$ cat src/rtl/fstm_pkg.sv
// Constants and types for the fail-safe trip manager
package fstm_pkg;

    // --------------------------------------------------------------
    // Register map
    // --------------------------------------------------------------
    localparam int          ADDR_W          = 4;
    localparam int          DATA_W          = 16;
    localparam logic [3:0]  ADDR_CTRL       = 4'h0;
    localparam logic [3:0]  ADDR_STATUS     = 4'h1;
    localparam logic [3:0]  ADDR_CODE       = 4'h2;
    localparam logic [3:0]  ADDR_CMD        = 4'h3;

    localparam int          CTRL_MB_EN      = 0;
    localparam int          CTRL_TS_EN      = 1;
    localparam int          CTRL_LOG_EN     = 2;
    localparam int          CTRL_METH_LSB   = 3;
    localparam int          CTRL_W          = 5;
    localparam logic [4:0]  CTRL_RST        = 5'h01;

    localparam int          CMD_BUS_RESET   = 0;

    localparam int          ST_MB_LAT       = 0;
    localparam int          ST_TS_LAT       = 1;
    localparam int          ST_LOG_LAT      = 2;
    localparam int          ST_LOG_SUSP     = 3;

    // Control methods: which party may clear a latched trip
    localparam logic [1:0]  METH_DIGITAL    = 2'h0;
    localparam logic [1:0]  METH_PANEL      = 2'h1;
    localparam logic [1:0]  METH_BUS        = 2'h2;

    // --------------------------------------------------------------
    // Trip codes
    // --------------------------------------------------------------
    localparam int          CODE_W          = 12;
    typedef logic [CODE_W-1:0] fstm_code_t;

    localparam fstm_code_t  CODE_NONE       = 12'h000;
    localparam fstm_code_t  MB_CODE_MIN     = 12'h962;
    localparam fstm_code_t  MB_CODE_MAX     = 12'h984;
    localparam int          MB_SEL_W        = 4;
    localparam logic [3:0]  MB_SEL_MAX      = 4'he;
    localparam fstm_code_t  TS_CODE_BASE    = 12'h9c5;
    localparam fstm_code_t  TS_CODE_MAX     = 12'ha15;
    localparam fstm_code_t  TS_REMOTE_OFS   = 12'h032;
    localparam int          TS_IDX_W        = 5;
    localparam logic [4:0]  TS_IDX_MAX      = 5'h1e;
    localparam fstm_code_t  LOG_CODE_BASE   = 12'ha29;
    localparam fstm_code_t  LOG_CODE_MAX    = 12'ha2b;
    localparam int          LOG_KINDS       = 3;
    localparam int          LOG_FAIL_LIMIT  = 20;

    // Touchscreen fault report
    typedef struct packed {
        logic                   valid;
        logic                   remote;
        logic [TS_IDX_W-1:0]    idx;
    } fstm_ts_fault_t;

    // Main-board fault report
    typedef struct packed {
        logic                   valid;
        logic [MB_SEL_W-1:0]    sel;
    } fstm_mb_fault_t;

endpackage

$ cat src/rtl/fstm_fail_cnt.sv
// Consecutive-failure counter for one logging activity
`timescale 1ns/1ps
`default_nettype none
module fstm_fail_cnt #(
    parameter int LIMIT = 20
) (
    // Clock and reset
    input  wire logic i_sys_clk,
    input  wire logic i_rst_b,
    // Attempt results
    input  wire logic i_fail,
    input  wire logic i_ok,
    // Threshold reached
    output logic      o_hit
);
    localparam int CW = $clog2(LIMIT + 1);
    localparam logic [CW-1:0] LAST = CW'(LIMIT - 1);

    logic [CW-1:0] cnt_q;
    logic [CW-1:0] cnt_d;
    logic          hit_q;
    logic          hit_d;

    // A success breaks the run; a full run restarts the count
    always_comb begin
        cnt_d = cnt_q;
        hit_d = 1'b0;
        if (i_ok) begin
            cnt_d = '0;
        end else if (i_fail) begin
            if (cnt_q == LAST) begin
                cnt_d = '0;
                hit_d = 1'b1;
            end else begin
                cnt_d = cnt_q + CW'(1);
            end
        end
    end

    always_ff @(posedge i_sys_clk or negedge i_rst_b) begin
        if (!i_rst_b) begin
            cnt_q <= '0;
            hit_q <= 1'b0;
        end else begin
            cnt_q <= cnt_d;
            hit_q <= hit_d;
        end
    end

    assign o_hit = hit_q;
endmodule
`default_nettype wire

$ cat src/rtl/fstm_top.sv
// Fail-safe trip manager: latches, codes and reset paths
`timescale 1ns/1ps
`default_nettype none
module fstm_top
    import fstm_pkg::*;
#(
    parameter int FAIL_LIMIT = fstm_pkg::LOG_FAIL_LIMIT
) (
    // Clock and reset
    input  wire logic                         i_sys_clk,
    input  wire logic                         i_rst_b,
    // Register port
    input  wire logic [fstm_pkg::ADDR_W-1:0]  i_addr,
    input  wire logic [fstm_pkg::DATA_W-1:0]  i_wdata,
    input  wire logic                         i_wr,
    input  wire logic                         i_rd,
    output logic      [fstm_pkg::DATA_W-1:0]  o_rdata,
    // Fault reports
    input  wire fstm_pkg::fstm_mb_fault_t     i_mb_fault,
    input  wire fstm_pkg::fstm_ts_fault_t     i_ts_fault,
    input  wire logic [fstm_pkg::LOG_KINDS-1:0] i_log_fail,
    input  wire logic [fstm_pkg::LOG_KINDS-1:0] i_log_ok,
    // Reset sources
    input  wire logic                         i_dig_reset,
    input  wire logic                         i_panel_reset,
    input  wire logic                         i_supply_restored,
    // Status out
    output fstm_pkg::fstm_code_t              o_trip_code,
    output logic                              o_start_inhibit,
    output logic                              o_ts_autorecover,
    output logic                              o_log_suspended
);
    import fstm_pkg::*;

    // ------------------------------------------------------------
    // Helpers
    // ------------------------------------------------------------
    function automatic fstm_code_t mb_code(input logic [MB_SEL_W-1:0] sel);
        case (sel)
            4'h0:    mb_code = 12'h962;
            4'h1:    mb_code = 12'h964;
            4'h2:    mb_code = 12'h966;
            4'h3:    mb_code = 12'h968;
            4'h4:    mb_code = 12'h96a;
            4'h5:    mb_code = 12'h96c;
            4'h6:    mb_code = 12'h974;
            4'h7:    mb_code = 12'h976;
            4'h8:    mb_code = 12'h978;
            4'h9:    mb_code = 12'h97a;
            4'ha:    mb_code = 12'h97c;
            4'hb:    mb_code = 12'h97e;
            4'hc:    mb_code = 12'h980;
            4'hd:    mb_code = 12'h982;
            default: mb_code = 12'h984;
        endcase
    endfunction

    function automatic fstm_code_t ts_code(input fstm_ts_fault_t f);
        ts_code = TS_CODE_BASE + CODE_W'(f.idx) + (f.remote ? TS_REMOTE_OFS : CODE_NONE);
    endfunction

    function automatic logic path_reset(input logic [1:0] meth, input logic dig,
                                        input logic panel, input logic bus);
        if (meth == METH_DIGITAL) begin
            path_reset = dig;
        end else if (meth == METH_PANEL) begin
            path_reset = panel;
        end else if (meth == METH_BUS) begin
            path_reset = bus;
        end else begin
            path_reset = 1'b0;
        end
    endfunction

    // ------------------------------------------------------------
    // Pin synchronisers
    // ------------------------------------------------------------
    // Reset input and supply monitor are asynchronous pins
    logic [2:0] dig_sync_q;
    logic [2:0] sup_sync_q;

    always_ff @(posedge i_sys_clk or negedge i_rst_b) begin
        if (!i_rst_b) begin
            dig_sync_q <= 3'h0;
            sup_sync_q <= 3'h0;
        end else begin
            dig_sync_q <= {dig_sync_q[1:0], i_dig_reset};
            sup_sync_q <= {sup_sync_q[1:0], i_supply_restored};
        end
    end

    logic dig_edge;
    logic sup_edge;
    assign dig_edge = dig_sync_q[1] && !dig_sync_q[2];
    assign sup_edge = sup_sync_q[1] && !sup_sync_q[2];

    // ------------------------------------------------------------
    // Logging failure counters
    // ------------------------------------------------------------
    logic [LOG_KINDS-1:0] log_hit;

    for (genvar k = 0; k < LOG_KINDS; k++) begin : g_log
        fstm_fail_cnt #(
            .LIMIT (FAIL_LIMIT)
        ) u_cnt (
            .i_sys_clk (i_sys_clk),
            .i_rst_b   (i_rst_b),
            .i_fail    (i_log_fail[k]),
            .i_ok      (i_log_ok[k]),
            .o_hit     (log_hit[k])
        );
    end

    // ------------------------------------------------------------
    // Registers and trip latches
    // ------------------------------------------------------------
    logic [CTRL_W-1:0]  ctrl_q,    ctrl_d;
    logic               mb_lat_q,  mb_lat_d;
    logic               ts_lat_q,  ts_lat_d;
    logic               log_lat_q, log_lat_d;
    logic               susp_q,    susp_d;
    logic               recov_q,   recov_d;
    logic               inhib_q,   inhib_d;
    fstm_code_t         mb_q,      mb_d;
    fstm_code_t         ts_q,      ts_d;
    fstm_code_t         log_q,     log_d;
    fstm_code_t         code_q,    code_d;
    logic [DATA_W-1:0]  rdata_q,   rdata_d;
    logic               bus_rst;
    logic               rst_ok;
    logic               mb_set;
    logic               ts_set;
    logic               log_set;
    fstm_code_t         log_new;

    always_comb begin
        ctrl_d   = ctrl_q;
        mb_lat_d = mb_lat_q;
        ts_lat_d = ts_lat_q;
        log_lat_d = log_lat_q;
        mb_d     = mb_q;
        ts_d     = ts_q;
        log_d    = log_q;
        susp_d   = susp_q;
        recov_d  = 1'b0;
        rdata_d  = '0;
        bus_rst  = 1'b0;
        log_new  = LOG_CODE_MAX;

        if (i_wr && i_addr == ADDR_CTRL) begin
            ctrl_d = i_wdata[CTRL_W-1:0];
        end else if (i_wr && i_addr == ADDR_CMD) begin
            bus_rst = i_wdata[CMD_BUS_RESET];
        end

        rst_ok = path_reset(ctrl_q[CTRL_METH_LSB +: 2], dig_edge, i_panel_reset, bus_rst);

        // Clearing first, so a fault in the same cycle wins
        if (rst_ok) begin
            mb_lat_d = 1'b0;
            ts_lat_d = 1'b0;
            log_lat_d = 1'b0;
        end
        // Supply return leaves the main-board latch alone
        if (sup_edge) begin
            ts_lat_d = 1'b0;
            log_lat_d = 1'b0;
        end

        mb_set = i_mb_fault.valid && (i_mb_fault.sel <= MB_SEL_MAX)
                 && ctrl_q[CTRL_MB_EN] && (!mb_lat_q || rst_ok);
        if (mb_set) begin
            mb_lat_d = 1'b1;
            mb_d     = mb_code(i_mb_fault.sel);
        end

        ts_set = i_ts_fault.valid && (i_ts_fault.idx <= TS_IDX_MAX)
                 && (!ts_lat_q || rst_ok || sup_edge);
        if (ts_set && ctrl_q[CTRL_TS_EN]) begin
            ts_lat_d = 1'b1;
            ts_d     = ts_code(i_ts_fault);
        end else if (ts_set) begin
            recov_d = 1'b1;
        end

        // Lowest failing activity decides the logging code
        for (int k = LOG_KINDS - 1; k >= 0; k--) begin
            if (log_hit[k]) begin
                log_new = LOG_CODE_BASE + CODE_W'(k);
            end
        end
        log_set = (|log_hit) && (!log_lat_q || rst_ok || sup_edge);
        if (log_set && ctrl_q[CTRL_LOG_EN]) begin
            log_lat_d = 1'b1;
            log_d     = log_new;
        end else if (|i_log_ok) begin
            susp_d = 1'b0;
        end
        if (|log_hit && !ctrl_q[CTRL_LOG_EN]) begin
            susp_d = 1'b1;
        end

        // Main board outranks touchscreen, touchscreen outranks logging
        if (mb_lat_d) begin
            code_d = mb_d;
        end else if (ts_lat_d) begin
            code_d = ts_d;
        end else if (log_lat_d) begin
            code_d = log_d;
        end else begin
            code_d = CODE_NONE;
        end
        inhib_d = mb_lat_d || ts_lat_d || log_lat_d;

        if (i_rd && i_addr == ADDR_CTRL) begin
            rdata_d = DATA_W'(ctrl_q);
        end else if (i_rd && i_addr == ADDR_STATUS) begin
            rdata_d = DATA_W'({susp_q, log_lat_q, ts_lat_q, mb_lat_q});
        end else if (i_rd && i_addr == ADDR_CODE) begin
            rdata_d = DATA_W'(code_q);
        end else begin
            rdata_d = '0;
        end
    end

    // Async reset models a controller reset; supply cycling is sup_edge
    always_ff @(posedge i_sys_clk or negedge i_rst_b) begin
        if (!i_rst_b) begin
            ctrl_q    <= CTRL_RST;
            mb_lat_q  <= 1'b0;
            ts_lat_q  <= 1'b0;
            log_lat_q <= 1'b0;
            mb_q      <= CODE_NONE;
            ts_q      <= CODE_NONE;
            log_q     <= CODE_NONE;
            code_q    <= CODE_NONE;
            susp_q    <= 1'b0;
            recov_q   <= 1'b0;
            inhib_q   <= 1'b0;
            rdata_q   <= '0;
        end else begin
            ctrl_q    <= ctrl_d;
            mb_lat_q  <= mb_lat_d;
            ts_lat_q  <= ts_lat_d;
            log_lat_q <= log_lat_d;
            mb_q      <= mb_d;
            ts_q      <= ts_d;
            log_q     <= log_d;
            code_q    <= code_d;
            susp_q    <= susp_d;
            recov_q   <= recov_d;
            inhib_q   <= inhib_d;
            rdata_q   <= rdata_d;
        end
    end

    assign o_rdata          = rdata_q;
    assign o_trip_code      = code_q;
    assign o_start_inhibit  = inhib_q;
    assign o_ts_autorecover = recov_q;
    assign o_log_suspended  = susp_q;
endmodule
`default_nettype wire

$ cat config.mk
export PLATFORM = sky130hd
export DESIGN_NAME = fstm_top
export DESIGN_NICKNAME = d
export VERILOG_FILES = /design/src/rtl/fstm_pkg.sv /design/src/rtl/fstm_fail_cnt.sv /design/src/rtl/fstm_top.sv
export SDC_FILE = /design/constraint.sdc
export NUM_CORES = 1
export LEC_CHECK = 0
export BUFFER_PORTS_ARGS = -buffer_cell sky130_fd_sc_hd__buf_2
export CORE_MARGIN = 8
export CORE_UTILIZATION = 50
export CTS_BUF_LIST = sky130_fd_sc_hd__clkbuf_2
export CTS_CLUSTER_SIZE = 10
export DETAILED_ROUTE_END_ITERATION = 8
export PLACE_DENSITY = 0.75
export SLEW_MARGIN = 20
export SYNTH_ARGS = -nofsm -noshare
export SYNTH_HDL_FRONTEND = slang
export SYNTH_SLANG_ARGS = --single-unit
$ cat constraint.sdc
create_clock -name i_sys_clk -period 2.25 [get_ports i_sys_clk]
set_input_delay 0.225 -clock i_sys_clk [delete_from_list [all_inputs] [get_ports i_sys_clk]]
set_output_delay 0.225 -clock i_sys_clk [all_outputs]
set_load 0.01 [all_outputs]
# Word-level counts from Yosys, hierarchy flattened
# Memories as Yosys holds them, arrays and structs flattened.
# Cells that the tools add are included.
# W data, S select, Z words.
# word_totals
register_bits	99
rom_bits	112
inputBits	45
output_inout_bits	31
wordCells	123
mem_count	1
# memory_table
name	depth	width	read_ports	rd_clocked_by_memory_dff	write_ports	line	text
(no name shown)	16	7	1	0	0	fstm_top.sv:39	case (sel)
# classes
n_addsub	5
order_cmp	2
n_eq_ne	9
n_mux	48
n_reduce_logical	38
# ops
op	n
$mux W12	10
$mux W5	9
$mux W1	28
$logic_and A1 B1 Y1	16
$add A5 B1 Y5 const B	3
$eq A5 B5 Y1 const B	3
$add A12 B5 Y12 const A	1
$add A12 B6 Y12	1
$eq A4 B2 Y1 const B	2
$reduce_bool A2 Y1	4
$logic_or A1 B1 Y1	7
$logic_not A1 Y1	6
$mux W6	1
$reduce_or A3 Y1	2
$le A5 B5 Y1 const B	1
$eq A4 B1 Y1 const B	1
$le A4 B4 Y1 const B	1
$logic_not A4 Y1	1
$eq A2 B1 Y1 const B	1
$eq A2 B2 Y1 const B	1
$logic_not A2 Y1	1
$ne A2 B1 Y1 const B	1
$reduce_and A2 Y1	1

# Longest topological paths before layout
# logic_depth
depth_word	15
depth_mapped	10

# Cells and area by module
# Synthesis repeated with hierarchy kept, for this count alone.
# hier_totals
cells_unflattened	399
hier_area_um2	4406.7
# modules_own_cells
mod	n_inst	cells_per_inst	area_per_inst_um2	seq_area_each_um2
fstm_top	1	321	3547.2	1928.1
fstm_fail_cnt	3	26	286.5	150.1

# Worst setup path before layout
# Ideal clock, no wire load.
# synth_timing
kind	register to register
startpoint	register ctrl_q[3]
endpoint	register code_q[7], in the netlist o_trip_code[7]
arrival_ps	1758
slack_ps	373
path_stages_with_launch	7
path_cell_list	dfrtp_1 -> and4b_1 -> nand4_2 -> a21o_2 -> nor2_1 -> mux2_2 -> a21bo_2
# synth_between
elab_cells_between_ends	30
cone_classes	eq/ne: 2; mux: 17; reduce/logical: 11
# synth_lines
element	line	text
start, declared	fstm_top.sv:117	logic [CTRL_W-1:0] ctrl_q, ctrl_d;
start signal, assigned	fstm_top.sv:242	ctrl_q <= ctrl_d;
$eq A2 B2 Y1	fstm_top.sv:68	end else if (meth == METH_BUS) begin
$mux W1	fstm_top.sv:68	
$mux W1	fstm_top.sv:66	end else if (meth == METH_PANEL) begin
$mux W1 (*)	fstm_top.sv:64	if (meth == METH_DIGITAL) begin
$logic_or A1 B1 Y1 (*) (2 in series)	fstm_top.sv:178	&& (!ts_lat_q || rst_ok || sup_edge);
$logic_and A1 B1 Y1 (*)	fstm_top.sv:178	
$logic_and A1 B1 Y1 (*)	fstm_top.sv:179	if (ts_set && ctrl_q[CTRL_TS_EN]) begin
$mux W12 (*)	fstm_top.sv:179	
via ts_d[7]	fstm_top.sv:125	fstm_code_t ts_q, ts_d;
$mux W12 (*)	fstm_top.sv:206	end else if (ts_lat_d) begin
$mux W12 (*)	fstm_top.sv:204	if (mb_lat_d) begin
via code_d[7]	fstm_top.sv:127	fstm_code_t code_q, code_d;
end signal, assigned	fstm_top.sv:249	code_q <= code_d;
end, declared	fstm_top.sv:127	
# The timed path passes the listed nets; every way through them passes the cells marked *.
# A chain may end at the register's enable or synchronous reset.

# Worst setup path after layout
# Same ends and word-level chain as after synthesis.

==> flow_metrics.tcl <==
set metrics [dict create \
    track_usage_pct 16.86 \
    report.final.hold_viol_count 0 \
    final_layout_size_suffix_gt1_share_pct 23.43 \
    grt_max_degree 61 \
    async_flop_share_pct 100.0 \
    yosysMostFrequentCell "dfrtp_1" \
    dieArea_um2 12080 \
    place_hpwl_mm 6.990 \
    yosys_warnings 0 \
    peakVddDrop_v 0.0002879 \
    crit_family "simple AND/OR/NAND/NOR gates" \
    tritoncts.num_buffers 9 \
    slew_headroom_pct 65.22 \
    ys_seq_area_share_pct 53.96 \
    ioPinCount 76 \
    startpoint_type "register" \
    final.setup.tns_ps 0 \
    cts_tree "built" \
    min-delay-start "i_rd" \
    p_per_area_nw_per_um2 781.3 \
    htreeDepth 3 \
    syn2layout_area_growth_pct 17.14 \
    yosys.area.top_type "dfrtp_1" \
    hold_slack_ps 42.41 \
    combPwrFrac_pct 28.3 \
    finalMaxSlewViolations 0 \
    hold_path_depth 3 \
    gp_congestion 0.8006 \
    switching_share_pct 33.79 \
    maxCapViolations 0 \
    synth_edf_count 0 \
    grt_pass1_wl_mm 15.93 \
    io_buffers 60 \
    worstPathRequired_ps 2700 \
    antenna_found_initial 0 \
    syn_inst 412 \
    synthTopCellsByArea "dfrtp_1, nand2_1, o21ai_0" \
    overflow 0 \
    dp.cells 578 \
    viasPerCell 5.357 \
    worst_pin_slew_ps 521.2 \
    synthDistinctLibCells 66 \
    status "finished clean" \
    rsz0062_at_grt "no" \
    critPathBufInv 0 \
    crit_slowest_cell "dfrtp_1" \
    cp_slowest_stage_delay_ps 470 \
    multi_input_area_um2 1897 \
    first_iter_violations 148 \
    insertion_delay_ps 540 \
    ant_nets 0 \
    synth_area_um2 4408 \
    core_um2 8636 \
    p_int_uw 2671 \
    power.total_uw 4034 \
    crit_type "reg2reg" \
    layout.cells.non_filler 616 \
    cp-end-kind "register" \
    synth.top_cells.by_count "dfrtp_1, nand2_1, o21ai_0" \
    finalSetupViolations 0 \
    n_fill_cell 752 \
    grt_pass1_vias 3305 \
    routedWlPerCell_um 15.47 \
    p_sw_uw 1363 \
    register_area_um2 2380 \
    start_util_pct 51.04 \
    r2r_cells 6 \
    clk_root_buffer_cell "clkbuf_2" \
    crit_chain "and4b_1 -> nand4_2 -> a21o_2 -> nor2_1 -> mux2_2 -> a21bo_2" \
    wl_mm 9.527 \
    reg2reg_to "o_trip_code[7]" \
    r2r_slack_ps 100 \
    cts.sinks 95 \
    timing.fmax_ghz 0.4662 \
    skew_ps 25.74 \
    p_leak_uw 0.002544 \
    worstHoldEndpoint "o_rdata[4]" \
    period_minus_slack_ps 2145 \
    num_vias 3300 \
    diodes 0 \
    fin_crit_sh_pct 95.34 \
    drcViolationCount 0 \
    rows 34 \
    die_height_um 109.9 \
    r2r-start "ctrl_q[3]" \
    clockPowerShare_pct 18.1 \
    synth_top_area_share_pct 53.36 \
    cp_data_arrival_time_ps 2600 \
    chipWidth_um 109.9 \
    firstDrtPassIters 4 \
    path_clk_slew_ps 250 \
    synth_ff_type "dfrtp_1" \
    worstPathMaxFanout 10 \
    clockBufferDepth 2 \
    seqPwrFrac_pct 53.6 \
    hold_class "in2reg" \
    syn_area_per_cell_um2 10.70 \
    synth_seq_cells 95 \
    fin_nets 559 \
]
metal layers:
metal | vias to the layer above | part of all wire [%] | GRT usage [%]
met2 | 79 | 47 | 26.41
met1 | 1598 | 46 | 22.39
met4 | 0 | 1.4 | 6.172
li1 | 1609 | - | -
met3 | 14 | 5.7 | 3.810
met5 | - | 0 | 0
how the worst max path moves through the flow:
stage	start	to	cells after the start
6_report	ctrl_q[3]	o_trip_code[7]	6
5_1_grt	ctrl_q[3]	o_trip_code[7]	6
4_1_cts	ctrl_q[4]	o_trip_code[1]	6
3_5_place_dp	ctrl_q[4]	o_trip_code[7]	6
3_3_place_gp	ctrl_q[4]	o_trip_code[7]	6
2_1_floorplan	ctrl_q[3]	o_trip_code[7]	6
cells in the final DEF (no fill, tap or decap), types with 3 or more instances in the layout:
| cell type | count |
|---|---|
| nand3_1 | 7 |
| xor2_1 | 5 |
| nand2_1 | 45 |
| buf_2 | 59 |
| mux2_2 | 10 |
| dlygate4sd3_1 | 19 |
| nand3b_1 | 4 |
| nand2b_1 | 11 |
| nor3b_1 | 5 |
| a21oi_1 | 19 |
| a31oi_1 | 4 |
| inv_6 | 3 |
| a2bb2oi_1 | 3 |
| o211a_1 | 3 |
| nor3_1 | 8 |
| inv_1 | 13 |
| or2_2 | 4 |
| nand4_1 | 4 |
| buf_4 | 14 |
| conb_1 | 4 |
| and2_1 | 15 |
| o21ai_1 | 9 |
| o21a_1 | 3 |
| mux2i_1 | 9 |
| clkbuf_2 | 10 |
| ha_1 | 10 |
| nor2_1 | 22 |
| dfrtp_1 | 93 |
| o211ai_1 | 3 |
| a21o_1 | 4 |
| o21ai_0 | 25 |
| nor2b_1 | 13 |
through the flow:
step | setup WS [ps] | utilization, % | cell area, µm²
2_1_floorplan | 372.9 | - | 4419
6_report | 104.8 | 59.79 | 5164
3_3_place_gp | 127.7 | 56.22 | 4855
4_1_cts | 57.86 | 59.49 | 5137
5_1_grt | 15.39 | 59.79 | 5164
3_5_place_dp | 129.3 | 56.22 | 4855
power by group through the flow:
stage	Clock, µW	Combinational (µW)	Sequential [µW]
after floorplan	0	674	2200
after global placement	0	1070	2190
after detailed placement	0	1090	2200
after CTS	761	1120	2160
after global routing	819	1270	2200
final	732	1140	2160
what timing repair did:
action	in CTS	in global routing
setup buffers	0	3
endpoints found under the setup margin	0	4
hold buffers	19	0
endpoints found under the hold margin	76	0
gates resized for setup	0	3
worst reg2reg max path: cells and delay by family, from the launching register on:
kind	cells	cell delay (ps)
and+or+nand+nor	3	700
AOI/OAI and AO/OA	2	530
DFF	1	470
muxes	1	380
registers in the layout, summed over array words and instances, names as in the netlist:
register,flops
mb_q,12
log_q,12
o_rdata,12
o_trip_code,12
log_lat_q,1
ts_lat_q,1
o_log_suspended,1
ts_q,12
o_ts_autorecover,1
g_log.u_cnt.cnt_q,15
mb_lat_q,1
dig_sync_q,3
sup_sync_q,3
g_log.u_cnt.o_hit,3
o_start_inhibit,1
ctrl_q,5
layout make-up:
type	instances	share of cell area, %
Clock buffer	10	0.9692
Clock inverter	6	0.8238
Inverter	13	0.9450
Multi-Input combinational cell	291	36.73
Sequential cell	95	46.09
Tap cell	108	2.617
Timing Repair Buffer	93	11.82
logic make-up (layout without fill, tap and decap cells):
kind of cell	after synthesis	after routing	synth area share, %
other	1	4	0.08507
muxes	20	20	4.939
adders and majority gates	11	11	3.293
AOI/OAI and AO/OA	93	93	14.05
DFF	95	95	53.96
xor gates and xnor gates	7	7	1.391
and+or+nand+nor	156	156	18.96
buffers and inverters	29	122	3.321
No activity file was read; power rests on OpenSTA's default activity.
